==> src/inc/bpsfe_defines.vh <==
// Shared widths, reset levels and state codes for the pin-state and numeric-error block.
`ifndef BPSFE_DEFINES_VH
`define BPSFE_DEFINES_VH

`define BPSFE_DATA_W        32
`define BPSFE_PAR_W         4
`define BPSFE_UADDR_W       28
`define BPSFE_LADDR_W       2
`define BPSFE_BE_W          4
`define BPSFE_ASYNC_W       8
`define BPSFE_SYNC_RST      1'b0
`define BPSFE_ST_RUN        1'b0
`define BPSFE_ST_STOP       1'b1
`define BPSFE_HIGH          1'b1
`define BPSFE_LOW           1'b0
`define BPSFE_ASYNC_RST_VAL 8'hff
`define BPSFE_SMP_RST_VAL   10'h3fe

`endif

==> src/rtl/bpsfe_sync.v <==
// Two-stage synchroniser bank for asynchronous pins.
`timescale 1ns/1ps
`include "bpsfe_defines.vh"

module bpsfe_sync #(
    parameter                      W       = 8,
    parameter [W-1:0]              RST_VAL = {W{1'b0}}
) (
    // Clock and reset.
    input  wire                    i_ref_clk,
    input  wire                    i_rst,
    // Raw and synchronised levels.
    input  wire [W-1:0]            i_async,
    output wire [W-1:0]            o_sync
);

    reg [W-1:0] meta;
    reg [W-1:0] stable;

    // The first stage feeds only the second stage.
    always @(posedge i_ref_clk or posedge i_rst) begin
        if (i_rst) begin
            meta   <= RST_VAL;
            stable <= RST_VAL;
        end else begin
            meta   <= i_async;
            stable <= meta;
        end
    end

    assign o_sync = stable;

endmodule

==> src/rtl/bpsfe_pin_ctrl.v <==
// Bus pin-state control and DOS-style numeric error signalling.
//
// Contract
// - Unmasked FP error drives error output low.
// - Masked FP errors leave error output high.
// - Error output never floats; holds in stop.
// - Ignore-error asserted: continue, still flag error.
// - Ignore-error released: freeze on next FP.
// - Native error bit overrides ignore-error input.
// - Previous-state outputs hold level in stop.
// - Locks and strobe high in stop, float hold.
// - Data and parity float in hold, stop.
// - Address floats in both holds, holds stop.
// - Enables, attributes, cycle, burst float bus hold.
// - Request, ack, parity, SMM always driven.
// - Listed inputs asynchronous; bus inputs sampled synchronously.
`timescale 1ns/1ps
`include "bpsfe_defines.vh"

module bpsfe_pin_ctrl (
    // Clock and reset.
    input  wire                        i_ref_clk,
    input  wire                        i_rst,
    // Asynchronous pins, active levels as on the pins.
    input  wire                        i_soft_reset_in,
    input  wire                        i_cache_flush_in_n,
    input  wire                        i_address_bit20_mask_in_n,
    input  wire                        i_maskable_interrupt_request,
    input  wire                        i_nmi_in,
    input  wire                        i_ignore_numeric_error_in_n,
    input  wire                        i_smm_interrupt_in_n,
    input  wire                        i_stop_clock_request_in_n,
    // Synchronous pins.
    input  wire                        i_hold_in,
    input  wire                        i_address_hold_in,
    input  wire                        i_external_snoop_strobe_in_n,
    input  wire                        i_backoff_in_n,
    input  wire                        i_bus_size_16_in_n,
    input  wire                        i_bus_size_8_in_n,
    input  wire                        i_cache_enable_in_n,
    input  wire                        i_ready_in_n,
    input  wire                        i_burst_ready_in_n,
    // Core status and control.
    input  wire                        i_bus_idle,
    input  wire                        i_core_data_drive,
    input  wire                        i_native_error_mode_bit,
    input  wire                        i_fp_error_event,
    input  wire                        i_fp_error_masked,
    input  wire                        i_fp_error_clear,
    input  wire                        i_fp_noncontrol_issue,
    // Core values for the bus pins.
    input  wire [`BPSFE_UADDR_W-1:0]   i_core_upper_address,
    input  wire [`BPSFE_LADDR_W-1:0]   i_core_low_address,
    input  wire [`BPSFE_DATA_W-1:0]    i_core_data,
    input  wire [`BPSFE_PAR_W-1:0]     i_core_parity,
    input  wire [`BPSFE_BE_W-1:0]      i_core_byte_enables_n,
    input  wire                        i_core_page_write_through,
    input  wire                        i_core_page_cache_disable,
    input  wire [2:0]                  i_core_cycle_def,
    input  wire                        i_core_bus_lock_n,
    input  wire                        i_core_pseudo_lock_n,
    input  wire                        i_core_address_strobe_n,
    input  wire                        i_core_burst_last_n,
    input  wire                        i_core_bus_request,
    input  wire                        i_core_parity_check_n,
    input  wire                        i_core_smm_active_n,
    // Synchronised and sampled inputs, stop and hold state and numeric-error requests toward the core.
    output wire [`BPSFE_ASYNC_W-1:0]   o_async_sync,
    output reg  [9:0]                  o_sync_sampled,
    output wire                        o_stop_grant_state,
    output wire                        o_bus_hold,
    output reg                         o_fp_freeze,
    output reg                         o_fp_exception_req,
    // Two-way data, parity and address pins.
    input  wire [`BPSFE_DATA_W-1:0]    i_data_bus_lines,
    output reg  [`BPSFE_DATA_W-1:0]    o_data_bus_lines,
    output reg                         o_data_bus_lines_oe_n,
    input  wire [`BPSFE_PAR_W-1:0]     i_data_parity_lines,
    output reg  [`BPSFE_PAR_W-1:0]     o_data_parity_lines,
    output reg                         o_data_parity_lines_oe_n,
    input  wire [`BPSFE_UADDR_W-1:0]   i_upper_address_lines,
    output reg  [`BPSFE_UADDR_W-1:0]   o_upper_address_lines,
    output reg                         o_address_oe_n,
    output reg  [`BPSFE_LADDR_W-1:0]   o_low_address_lines,
    // Floatable outputs and their shared enable.
    output reg  [`BPSFE_BE_W-1:0]      o_byte_enables_n,
    output reg                         o_page_write_through_out,
    output reg                         o_page_cache_disable_out,
    output reg  [2:0]                  o_cycle_def_out,
    output reg                         o_burst_last_out_n,
    output reg                         o_bus_lock_out_n,
    output reg                         o_pseudo_lock_out_n,
    output reg                         o_address_strobe_out_n,
    output reg                         o_bus_ctl_oe_n,
    // Always-driven outputs.
    output reg                         o_bus_request_out,
    output reg                         o_hold_ack_out,
    output reg                         o_parity_check_out_n,
    output reg                         o_smm_active_out_n,
    output reg                         o_fp_error_out_n
);

    wire [`BPSFE_ASYNC_W-1:0] async_raw;
    reg                       state;
    reg                       next_state;
    reg                       fp_pending;
    wire                      stop_req;
    wire                      ignore_err;
    wire                      backoff;

    assign async_raw = {i_stop_clock_request_in_n, i_smm_interrupt_in_n, i_ignore_numeric_error_in_n,
                        i_nmi_in, i_maskable_interrupt_request, i_address_bit20_mask_in_n,
                        i_cache_flush_in_n, i_soft_reset_in};

    // Reset values put the active-low pins at their inactive level.
    bpsfe_sync #(
        .W       (`BPSFE_ASYNC_W),
        .RST_VAL (`BPSFE_ASYNC_RST_VAL & 8'hfe)
    ) u_sync (
        .i_ref_clk (i_ref_clk),
        .i_rst     (i_rst),
        .i_async   (async_raw),
        .o_sync    (o_async_sync)
    );

    assign stop_req   = ~o_async_sync[7];
    assign ignore_err = ~o_async_sync[5];

    // Bus-side inputs are already timed to this clock, so one sampling stage is enough.
    always @(posedge i_ref_clk or posedge i_rst) begin
        if (i_rst) begin
            o_sync_sampled <= `BPSFE_SMP_RST_VAL;
        end else begin
            o_sync_sampled <= {i_burst_ready_in_n, i_ready_in_n, i_cache_enable_in_n, i_bus_size_8_in_n,
                               i_bus_size_16_in_n, i_backoff_in_n, i_external_snoop_strobe_in_n,
                               i_address_hold_in, i_hold_in, `BPSFE_LOW};
        end
    end

    assign backoff            = ~o_sync_sampled[4];
    assign o_bus_hold         = o_hold_ack_out | backoff;
    assign o_stop_grant_state = (state == `BPSFE_ST_STOP);

    // Stop grant is only entered with the bus idle, so no cycle is cut short.
    always @* begin
        case (state)
            `BPSFE_ST_RUN: begin
                next_state = (stop_req && i_bus_idle) ? `BPSFE_ST_STOP : `BPSFE_ST_RUN;
            end
            `BPSFE_ST_STOP: begin
                next_state = stop_req ? `BPSFE_ST_STOP : `BPSFE_ST_RUN;
            end
            default: begin
                next_state = `BPSFE_ST_RUN;
            end
        endcase
    end

    always @(posedge i_ref_clk or posedge i_rst) begin
        if (i_rst) begin
            state <= `BPSFE_ST_RUN;
        end else begin
            state <= next_state;
        end
    end

    // Pending numeric error; a new unmasked event wins over a clear in the same cycle.
    always @(posedge i_ref_clk or posedge i_rst) begin
        if (i_rst) begin
            fp_pending         <= `BPSFE_LOW;
            o_fp_freeze        <= `BPSFE_LOW;
            o_fp_exception_req <= `BPSFE_LOW;
        end else begin
            if (i_fp_error_event && !i_fp_error_masked) begin
                fp_pending <= `BPSFE_HIGH;
            end else if (i_fp_error_clear) begin
                fp_pending <= `BPSFE_LOW;
            end
            o_fp_freeze        <= fp_pending && i_fp_noncontrol_issue &&
                                  (i_native_error_mode_bit || !ignore_err);
            o_fp_exception_req <= fp_pending && i_fp_noncontrol_issue && i_native_error_mode_bit;
        end
    end

    // Always-driven outputs; hold acknowledge keeps tracking hold in stop grant.
    always @(posedge i_ref_clk or posedge i_rst) begin
        if (i_rst) begin
            o_bus_request_out    <= `BPSFE_LOW;
            o_hold_ack_out       <= `BPSFE_LOW;
            o_parity_check_out_n <= `BPSFE_HIGH;
            o_smm_active_out_n   <= `BPSFE_HIGH;
            o_fp_error_out_n     <= `BPSFE_HIGH;
        end else begin
            o_hold_ack_out <= o_sync_sampled[1] && (i_bus_idle || o_hold_ack_out);
            if (next_state == `BPSFE_ST_RUN) begin
                o_bus_request_out    <= i_core_bus_request;
                o_parity_check_out_n <= i_core_parity_check_n;
                o_smm_active_out_n   <= i_core_smm_active_n;
                o_fp_error_out_n     <= ~fp_pending;
            end
        end
    end

    // Floatable outputs: values frozen in stop grant, except the forced-high group.
    always @(posedge i_ref_clk or posedge i_rst) begin
        if (i_rst) begin
            o_upper_address_lines    <= {`BPSFE_UADDR_W{1'b0}};
            o_low_address_lines      <= {`BPSFE_LADDR_W{1'b0}};
            o_data_bus_lines         <= {`BPSFE_DATA_W{1'b0}};
            o_data_parity_lines      <= {`BPSFE_PAR_W{1'b0}};
            o_byte_enables_n         <= {`BPSFE_BE_W{1'b1}};
            o_page_write_through_out <= `BPSFE_LOW;
            o_page_cache_disable_out <= `BPSFE_LOW;
            o_cycle_def_out          <= 3'h0;
            o_burst_last_out_n       <= `BPSFE_HIGH;
            o_bus_lock_out_n         <= `BPSFE_HIGH;
            o_pseudo_lock_out_n      <= `BPSFE_HIGH;
            o_address_strobe_out_n   <= `BPSFE_HIGH;
        end else if (next_state == `BPSFE_ST_STOP) begin
            o_bus_lock_out_n       <= `BPSFE_HIGH;
            o_pseudo_lock_out_n    <= `BPSFE_HIGH;
            o_address_strobe_out_n <= `BPSFE_HIGH;
        end else begin
            o_upper_address_lines    <= i_core_upper_address;
            o_low_address_lines      <= i_core_low_address;
            o_data_bus_lines         <= i_core_data;
            o_data_parity_lines      <= i_core_parity;
            o_byte_enables_n         <= i_core_byte_enables_n;
            o_page_write_through_out <= i_core_page_write_through;
            o_page_cache_disable_out <= i_core_page_cache_disable;
            o_cycle_def_out          <= i_core_cycle_def;
            o_burst_last_out_n       <= i_core_burst_last_n;
            o_bus_lock_out_n         <= i_core_bus_lock_n;
            o_pseudo_lock_out_n      <= i_core_pseudo_lock_n;
            o_address_strobe_out_n   <= i_core_address_strobe_n;
        end
    end

    // Output enables, low while driving. Reset floats the bus until the state settles.
    always @(posedge i_ref_clk or posedge i_rst) begin
        if (i_rst) begin
            o_data_bus_lines_oe_n    <= `BPSFE_HIGH;
            o_data_parity_lines_oe_n <= `BPSFE_HIGH;
            o_address_oe_n           <= `BPSFE_HIGH;
            o_bus_ctl_oe_n           <= `BPSFE_HIGH;
        end else begin
            o_data_bus_lines_oe_n    <= o_bus_hold || next_state == `BPSFE_ST_STOP || !i_core_data_drive;
            o_data_parity_lines_oe_n <= o_bus_hold || next_state == `BPSFE_ST_STOP || !i_core_data_drive;
            o_address_oe_n           <= o_bus_hold || o_sync_sampled[2];
            o_bus_ctl_oe_n           <= o_bus_hold;
        end
    end

endmodule

==> config.mk <==
export PLATFORM = sky130hd
export DESIGN_NAME = bpsfe_pin_ctrl
export DESIGN_NICKNAME = d
export VERILOG_FILES = /design/src/rtl/bpsfe_sync.v /design/src/rtl/bpsfe_pin_ctrl.v
export VERILOG_INCLUDE_DIRS = /design/src /design/src/inc
export SDC_FILE = /design/constraint.sdc
export NUM_CORES = 1
export LEC_CHECK = 0
export BUFFER_PORTS_ARGS = -buffer_cell sky130_fd_sc_hd__buf_2
export CAP_MARGIN = 20
export CORE_AREA = 2 2 110 112
export DETAILED_ROUTE_END_ITERATION = 7
export DIE_AREA = 0 0 112 114
export GPL_ROUTABILITY_DRIVEN = 0
export PLACE_DENSITY = 0.72
export SETUP_SLACK_MARGIN = 0.05
export SYNTH_ARGS = -nofsm -noshare
export SYNTH_HDL_FRONTEND = slang
export SYNTH_SLANG_ARGS = --single-unit
==> constraint.sdc <==
create_clock -name i_ref_clk -period 6.6 [get_ports i_ref_clk]
set_clock_uncertainty 0.15 [all_clocks]
set_input_delay 0.66 -clock i_ref_clk [delete_from_list [all_inputs] [get_ports i_ref_clk]]
set_output_delay 0.66 -clock i_ref_clk [all_outputs]
set_load 0.005 [all_outputs]
== After elaboration in Yosys (flattened, before gate mapping) ==
Index checks and enable logic that the tools add are counted.

* Output and inout bits: 110
* Memories: 0
* Bits of input ports: 172
* RAM bits: 0
* Memory bits (read-only): 0
* Flip-flop bits (word level): 116
* Bits in latches: 0
* Logic and storage cells: 54

* Order comparisons: 0
* Multipliers: 0
* Bitwise logic cells: 5
* Reductions and logical operators: 14
* Divide/modulo/power cells: 0
* Muxes and demuxes: 8
* Shift-type cells: 0
* Add/sub/neg operators: 0
* Eq/ne operators: 0

{| class="wikitable"
|+ Operators with widths
! kind !! count
|-
| two-way mux 1 bit || 7
|-
| logical AND 1 bit || 6
|-
| logical OR 1 bit || 5
|-
| inverter 1 bit || 4
|-
| zero test 1 bit || 2
|-
| case mux 1 bit (2 select lines) || 1
|-
| nonzero test 2 bit || 1
|-
| OR 1 bit || 1
|}

== Longest topological paths before layout ==
Gate-level depths: netlist of run 1.

* Word-level depth: 6
* Depth in mapped cells: 4
* Gate-level depth less buffers: 2

== By module ==
A second synthesis of run 1 with hierarchy kept.

* Cell total of the unflattened synthesis: 224
* Area, all modules: 4,242.8 um^2

{| class="wikitable"
|+ By module, submodules not included
! module !! seq. area each (um^2) !! area an instance (um^2) !! times used !! cells an instance
|-
| bpsfe_pin_ctrl || 2,531.2 || 3,821.2 || 1 || 207
|-
| bpsfe_sync || 417.9 || 421.7 || 1 || 17
|}

== Worst setup path before layout of run 1 ==
OpenSTA, ideal clock, no wires.

* Kind: input port to flip-flop
* Start point: in i_bus_idle
* End point: reg o_cycle_def_out[2]
* Setup slack: 4,902 ps
* Arrival: 1,422 ps
* Data required time: 6,325 ps
* Stages: 4
* Path buffers: 2
* Setup time: 125 ps
* Path through: o21bai_4 > buf_6 > buf_8 > mux2_4

* Word-level cells in the longest chain between the ends: 3

{| class="wikitable"
|+ RTL lines
! item !! line !! RTL
|-
| start, declared || bpsfe_pin_ctrl.v:44 || <nowiki>input wire i_bus_idle,</nowiki>
|-
| logical AND 1 bit || bpsfe_pin_ctrl.v:148 || <nowiki>next_state = (stop_req && i_bus_idle) ? `BPSFE_ST_STOP : `BPSFE_ST_RUN;</nowiki>
|-
| two-way mux 1 bit (no source line) || -- ||
|-
| case mux 1 bit (2 select lines) || bpsfe_pin_ctrl.v:146 || <nowiki>case (state)</nowiki>
|-
| end signal, assigned || bpsfe_pin_ctrl.v:231 || <nowiki>o_cycle_def_out <= i_core_cycle_def;</nowiki>
|-
| end, declared || bpsfe_pin_ctrl.v:89 || <nowiki>output reg [2:0] o_cycle_def_out,</nowiki>
|}

Every way passes these cells.
A chain may end at the register's enable or synchronous reset.

== Final worst setup path of run 1 ==
* Start point: reg o_sync_sampled[4]
* End point: out o_bus_hold

* Word-level cells in the longest chain between the ends: 2

{| class="wikitable"
|+ RTL lines
! item !! line !! RTL
|-
| start, declared || bpsfe_pin_ctrl.v:69 || <nowiki>output reg [9:0] o_sync_sampled,</nowiki>
|-
| start signal, assigned || bpsfe_pin_ctrl.v:132 || <nowiki>o_sync_sampled <= `BPSFE_SMP_RST_VAL;</nowiki>
|-
| start signal, assigned || bpsfe_pin_ctrl.v:134 || <nowiki>o_sync_sampled <= {i_burst_ready_in_n, i_ready_in_n, i_cache_enable_in_n, i_bus_size_8_in_n,</nowiki>
|-
| inverter 1 bit || bpsfe_pin_ctrl.v:140 || <nowiki>assign backoff = ~o_sync_sampled[4];</nowiki>
|-
| OR 1 bit || bpsfe_pin_ctrl.v:141 || <nowiki>assign o_bus_hold = o_hold_ack_out | backoff;</nowiki>
|-
| end, declared || bpsfe_pin_ctrl.v:71 || <nowiki>output wire o_bus_hold,</nowiki>
|}

Every way passes these cells.

==> results_dict.tcl, run 1 <==
set metrics [dict create \
    outcome "finished, final reports clean" \
    power.internal_w 0.00145 \
    area_growth_pct 40.7 \
    yosysTopAreaCellShare 0.466 \
    crit_family "flip-flops" \
    num_antenna_cells 0 \
    antenna_found_initial 1 \
    gr-total-overflow 0 \
    core_mm2 0.0117 \
    dr_total_vias 2695 \
    grt_start_max_net_pins 62 \
    setup.worst_path.start_class "flop" \
    cts_setup_buffers 0 \
    switchingPower_w 0.000419 \
    rows 40 \
    ctsResizeCount 0 \
    crit_path_end_kind "output pin" \
    placed_cells 578 \
    fin_crit_sh 0.299 \
    wirelength_um 9170 \
    synth_most_common_cell "dfrtp_1" \
    worstSetupPathType "reg -> out" \
    critPathBufInv 1 \
    synth_cell_types 18 \
    switching_share 0.225 \
    worstMarginPinSlew_ps 749 \
    slew-limit-headroom 0.500 \
    cts_buffers 17 \
    period_minus_slack_ps 1980 \
    grt_pass1_wl_um 14500 \
    clock_latency_ps 410 \
    syn_inst 223 \
    crit_fanout 3 \
    synth-edff-count 0 \
    p_clk_frac 0.447 \
    grt_pass1_vias 2905 \
    ioPinCount 282 \
    holdCritPathClass "in -> async" \
    drt_iter0_markers 120 \
    cpPeakStageDelay_ps 530 \
    cts_max_level 4 \
    path_cells "nand2b_1, buf_2" \
    synth_area_per_cell_um2 19.0 \
    nFillCells 1016 \
    vias_per_cell 4.42 \
    post-route-drc-count 0 \
    die_w_um 112 \
    die_area_mm2 0.0128 \
    yosys_warnings 0 \
    netlist_area_mm2 0.00424 \
    cts_sinks 116 \
    synth_area_leaders "dfrtp_1 (47%), dfstp_2 (23%), mux2_4 (16%)" \
    portBuffers 216 \
    synthFlopType "dfrtp_1" \
    dpl.hpwl_um 6460 \
    fin_cells 610 \
    reg2reg_depth 3 \
    synth-async-reset-ratio 1.00 \
    drive_gt1_frac 0.795 \
    ys_seq_elements 116 \
    syn-num-nets 395 \
    groute.usage.overall 0.149 \
    initial_core_util 0.362 \
    critical_path_arrival_ps 1170 \
    seqPwrFrac 0.438 \
    cp.depth 2 \
    power_frac_comb 0.115 \
    wl_per_cell_um 15.0 \
    setup_ws_ps 4620 \
    leakage_nw 3.04 \
    synth_area_leader_cell "dfrtp_1" \
    ctsHoldBuffers 0 \
    yosys-top-cells-count "dfrtp_1 (79), mux2_4 (45), dfstp_2 (37), mux2_2 (35)" \
    slew_viol_final 0 \
    hold_viol 0 \
    ant_nets 0 \
    clockRootBuffer "clkbuf_16" \
    rsz0062_at_grt "no" \
    ir_worst_vdd_v 0.000220 \
    ys_seq_area_frac 0.696 \
    clk_pin_slew_ps 60 \
    place_worst_setup_slack_ps 4350 \
    fmax_ghz 0.506 \
    setup_tns_ps 0 \
    crit_slowest_cell "dfstp_2" \
    drt_pass1_iterations 4 \
    maxCapViolations 0 \
    fin_nets 622 \
    cts_tree "built" \
    die_h_um 114 \
    setup_viol 0 \
    clock_path_buffers 2 \
    cellPowerDensity_mw_per_mm2 313 \
    required_ps 5790 \
]
-- metal layers --
layer	global-route usage	routed length [um]	vias up
li1	-	-	1215
met3	0.0707	846	14
met2	0.237	4500	138
met4	0.0732	149	2
met5	0	17	-
met1	0.170	3650	1326
-- path summary, 6_finish.rpt --
kind	to	from	slack, ps
max in group asynchronous	o_data_bus_lines[8]	i_rst	4870
worst max-delay path	o_bus_hold	o_sync_sampled[4]	4620
min in group i_ref_clk	o_sync_sampled[5]	i_bus_size_16_in_n	200
worst min register to register	u_sync.o_sync[2]	u_sync.meta[2]	200
worst min-delay path	fp_pending	i_rst	200
worst max register to register	o_upper_address_lines[16]	u_sync.o_sync[7]	4680
-- layout make-up --
class / instances / area, um^2 / share of cell area
Clock inverter: 10 / 82.6 / 0.0138
Multi-Input combinational cell: 92 / 1160 / 0.195
Tap cell: 147 / 184 / 0.0308
Timing Repair Buffer: 219 / 1100 / 0.185
Sequential cell: 116 / 2950 / 0.495
Clock buffer: 22 / 464 / 0.0778
Inverter: 4 / 17.5 / 0.00294
-- through the flow --
stage,hold WS (ps),total power (W),instance area (um^2),utilization
global route,171,0.00195,5960,0.509
floorplan,181,0.000938,4240,-
finish,197,0.00187,5960,0.509
global placement,183,0.00104,5420,0.463
CTS,169,0.00190,5960,0.509
detailed placement,191,0.00104,5420,0.463
-- power groups by stage --
| stage | clock network (W) | registers [W] | logic [W] |
|---|---|---|---|
| finish | 0.000835 | 0.000816 | 0.000214 |
| CTS | 0.000863 | 0.000817 | 0.000219 |
| detailed placement | 0 | 0.000826 | 0.000218 |
| global placement | 0 | 0.000823 | 0.000214 |
| global route | 0.000896 | 0.000824 | 0.000235 |
| floorplan | 0 | 0.000831 | 0.000107 |
-- flip-flops by register name, indices dropped and copies added, names as in the netlist, 3 cells and up --
register	flops
o_byte_enables_n	4
o_cycle_def_out	3
o_data_bus_lines	32
o_data_parity_lines	4
o_sync_sampled	9
o_upper_address_lines	28
u_sync.meta	8
u_sync.o_sync	8
-- layout by cell type (no fill, tap or decap) --
master / count
or2_2: 1
o21bai_4: 1
clkinv_2: 6
nand4b_1: 1
mux2_2: 35
inv_1: 3
conb_1: 1
inv_4: 1
and3_1: 1
buf_2: 216
clkbuf_8: 2
o22ai_1: 1
mux2_4: 45
nand2b_1: 4
clkbuf_16: 17
buf_4: 3
clkbuf_1: 3
clkinvlp_4: 3
dfrtp_1: 79
o211a_1: 1
o21a_1: 1
bufinv_16: 1
dfstp_2: 37
-- cell families (layout without fill, tap and decap cells) --
family | Yosys count | after routing | share of synthesized area
flops | 116 | 116 | 0.696
mux | 80 | 80 | 0.252
buf+inv | 15 | 255 | 0.0301
simple gates | 7 | 7 | 0.0109
compound gates | 4 | 4 | 0.0100
other cells | 1 | 1 | 0.000885
(Power assumes the default switching activity.)
==> inputs of run 2 (changes only) <==
Settings changed: CORE_AREA 2 2 110 112 to default, CORE_MARGIN from default to 1.5, CORE_UTILIZATION from default to 38, DIE_AREA 0 0 112 114 to default, PLACE_DENSITY 0.72 to 0.77.
Clock period 6.6 ns to 1.7 ns, I/O delays scaled along.
==> run 2 against run 1 <==
Clock power rose to 4.1 times the previous value. Combinational power rose to 5.1 times the previous value. Non-clock buffer count up 113. Final cell count up 17%.
==> results_dict.tcl, run 2 (synthesis gave the netlist of run 1 again) <==
set metrics [dict create \
    core_mm2 0.0108 \
    drt_pass1_iterations 4 \
    groute.usage.overall 0.191 \
    fin_crit_sh 0.963 \
    switchingPower_w 0.00170 \
    setup_viol 0 \
    path_common_cell "buf_12" \
    wl_per_cell_um 15.9 \
    holdCritPathClass "in -> reg" \
    total_power_w 0.00768 \
    die_h_um 109 \
    initial_core_util 0.391 \
    cts_buffers 17 \
    ir_worst_vdd_v 0.000646 \
    vias_per_cell 4.45 \
    cts_sinks 116 \
    antenna_found_initial 0 \
    reg_top3 "o_data_bus_lines x32, o_upper_address_lines x28, o_sync_sampled x9" \
    rows 38 \
    hold_viol 0 \
    final_common_cell "buf_2" \
    grt_pass1_wl_um 16400 \
    grt_start_max_net_pins 80 \
    layout_common_cells "buf_2 (216), dlygate4sd3_1 (107), dfrtp_1 (79), mux2_4 (45), dfstp_2 (37)" \
    fmax_ghz 0.611 \
    dpl.hpwl_um 6630 \
    ioPinCount 282 \
    maxCapViolations 0 \
    clk_pin_slew_ps 60 \
    die_area_mm2 0.0118 \
    largest_register "o_data_bus_lines" \
    dr_total_vias 3183 \
    fin_nets 735 \
    num_antenna_cells 0 \
    hold_ws_ps 151 \
    crit_path_end_kind "flop" \
    grt_pass1_vias 3386 \
    clockRootBuffer "clkbuf_8" \
    drive_gt1_frac 0.653 \
    drt_iter0_markers 95 \
    wirelength_um 11400 \
    setup_tns_ps 0 \
    largest_reg_flops 32 \
    nFillCells 771 \
    path_cells "o21bai_4, buf_12, buf_12, mux2_2" \
    switching_share 0.222 \
    cts_tree "built" \
    slew_viol_final 0 \
    leakage_nw 3.56 \
    gr-total-overflow 0 \
    cellPowerDensity_mw_per_mm2 1070 \
    power_frac_comb 0.143 \
    clock_path_buffers 2 \
    ant_nets 0 \
    period_minus_slack_ps 1640 \
    outcome "finished, final reports clean" \
    post-route-drc-count 0 \
    worstSetupPathType "reg -> reg" \
    multi_input_comb_area_mm2 0.00117 \
    cts_max_level 4 \
    portBuffers 216 \
    die_w_um 109 \
    critical_path_arrival_ps 1870 \
    p_clk_frac 0.443 \
    required_ps 1930 \
    cpPeakStageDelay_ps 530 \
    regArea_mm2 0.00295 \
    setup.worst_path.start_class "flop" \
    crit_fanout 20 \
    clock_latency_ps 500 \
    power.internal_w 0.00598 \
    seqPwrFrac 0.414 \
    area_growth_pct 69.7 \
    crit_slowest_cell "dfstp_2" \
    rsz0062_at_grt "yes" \
]
run 2: changes by cell type in the layout (fill, tap and decap cells not counted), moves of 2 or more:
cell,delta
clkbuf_8,+3
clkinv_2,-2
dlygate4sd3_1,+107
buf_12,+5
run 2: metrics by stage:
stage / cells / instance area [um^2] / utilization / setup WS [ps]
3_3_place_gp: 574 / 5480 / 0.506 / 92.7
4_1_cts: 713 / 7130 / 0.658 / 56.2
2_1_floorplan: 223 / 4240 / - / -3.19
6_report: 716 / 7190 / 0.663 / 62.7
3_5_place_dp: 574 / 5480 / 0.506 / 65.2
5_1_grt: 716 / 7190 / 0.663 / 28.5
run 2: cell type report:
cell class                      instances  area share
Tap cell                              140      0.0244
Inverter                                4     0.00261
Timing Repair Buffer                  332       0.320
Clock buffer                           23      0.0663
Multi-Input combinational cell         92       0.163
Clock inverter                          9      0.0143
Sequential cell                       116       0.410
run 2: path summary, 6_finish.rpt:
check | cells after the start | slack [ps] | startpoint | to
min reg2reg | 0 | 200 | u_sync.meta[0] | u_sync.o_sync[0]
max in group asynchronous | 4 | 800 | i_rst | o_sync_sampled[6]
min | 2 | 150 | i_ignore_numeric_error_in_n | u_sync.meta[5]
max reg2reg | 4 | 60 | u_sync.o_sync[7] | o_data_bus_lines[31]
max | 4 | 60 | u_sync.o_sync[7] | o_data_bus_lines[31]
min in group asynchronous | 4 | 210 | i_rst | o_data_bus_lines[14]
run 2: what timing repair did:
item                                    CTS  global route
buffers inserted                          0             2
hold buffers                            107             0
gates resized for setup                   0             1
endpoints found under the hold margin   218             0
endpoints found under the setup margin    0             7
run 2: routing by layer:
metal,up-vias,GRT usage,wire (um),share of wire
met5,-,0,0,0
met3,17,0.0693,811,0.071
met1,1573,0.192,4310,0.38
met4,0,0.0921,190,0.017
li1,1447,-,-,-
met2,146,0.349,6110,0.53
run 2: worst max-delay path, delay by kind of cell, from the launching register on:
family / cells / cell delay [ps]
AO/OA/AOI/OAI: 1 / 150
multiplexers: 1 / 360
buffers and inverters: 2 / 340
flip-flops: 1 / 530
run 2: power groups by stage:
stage               sequential (W)  combinational, W  clock [W]
finish                     0.00318           0.00110    0.00340
global route               0.00321           0.00118    0.00363
CTS                        0.00317           0.00107    0.00349
detailed placement         0.00321          0.000871          0
global placement           0.00319          0.000851          0
floorplan                  0.00323          0.000415          0
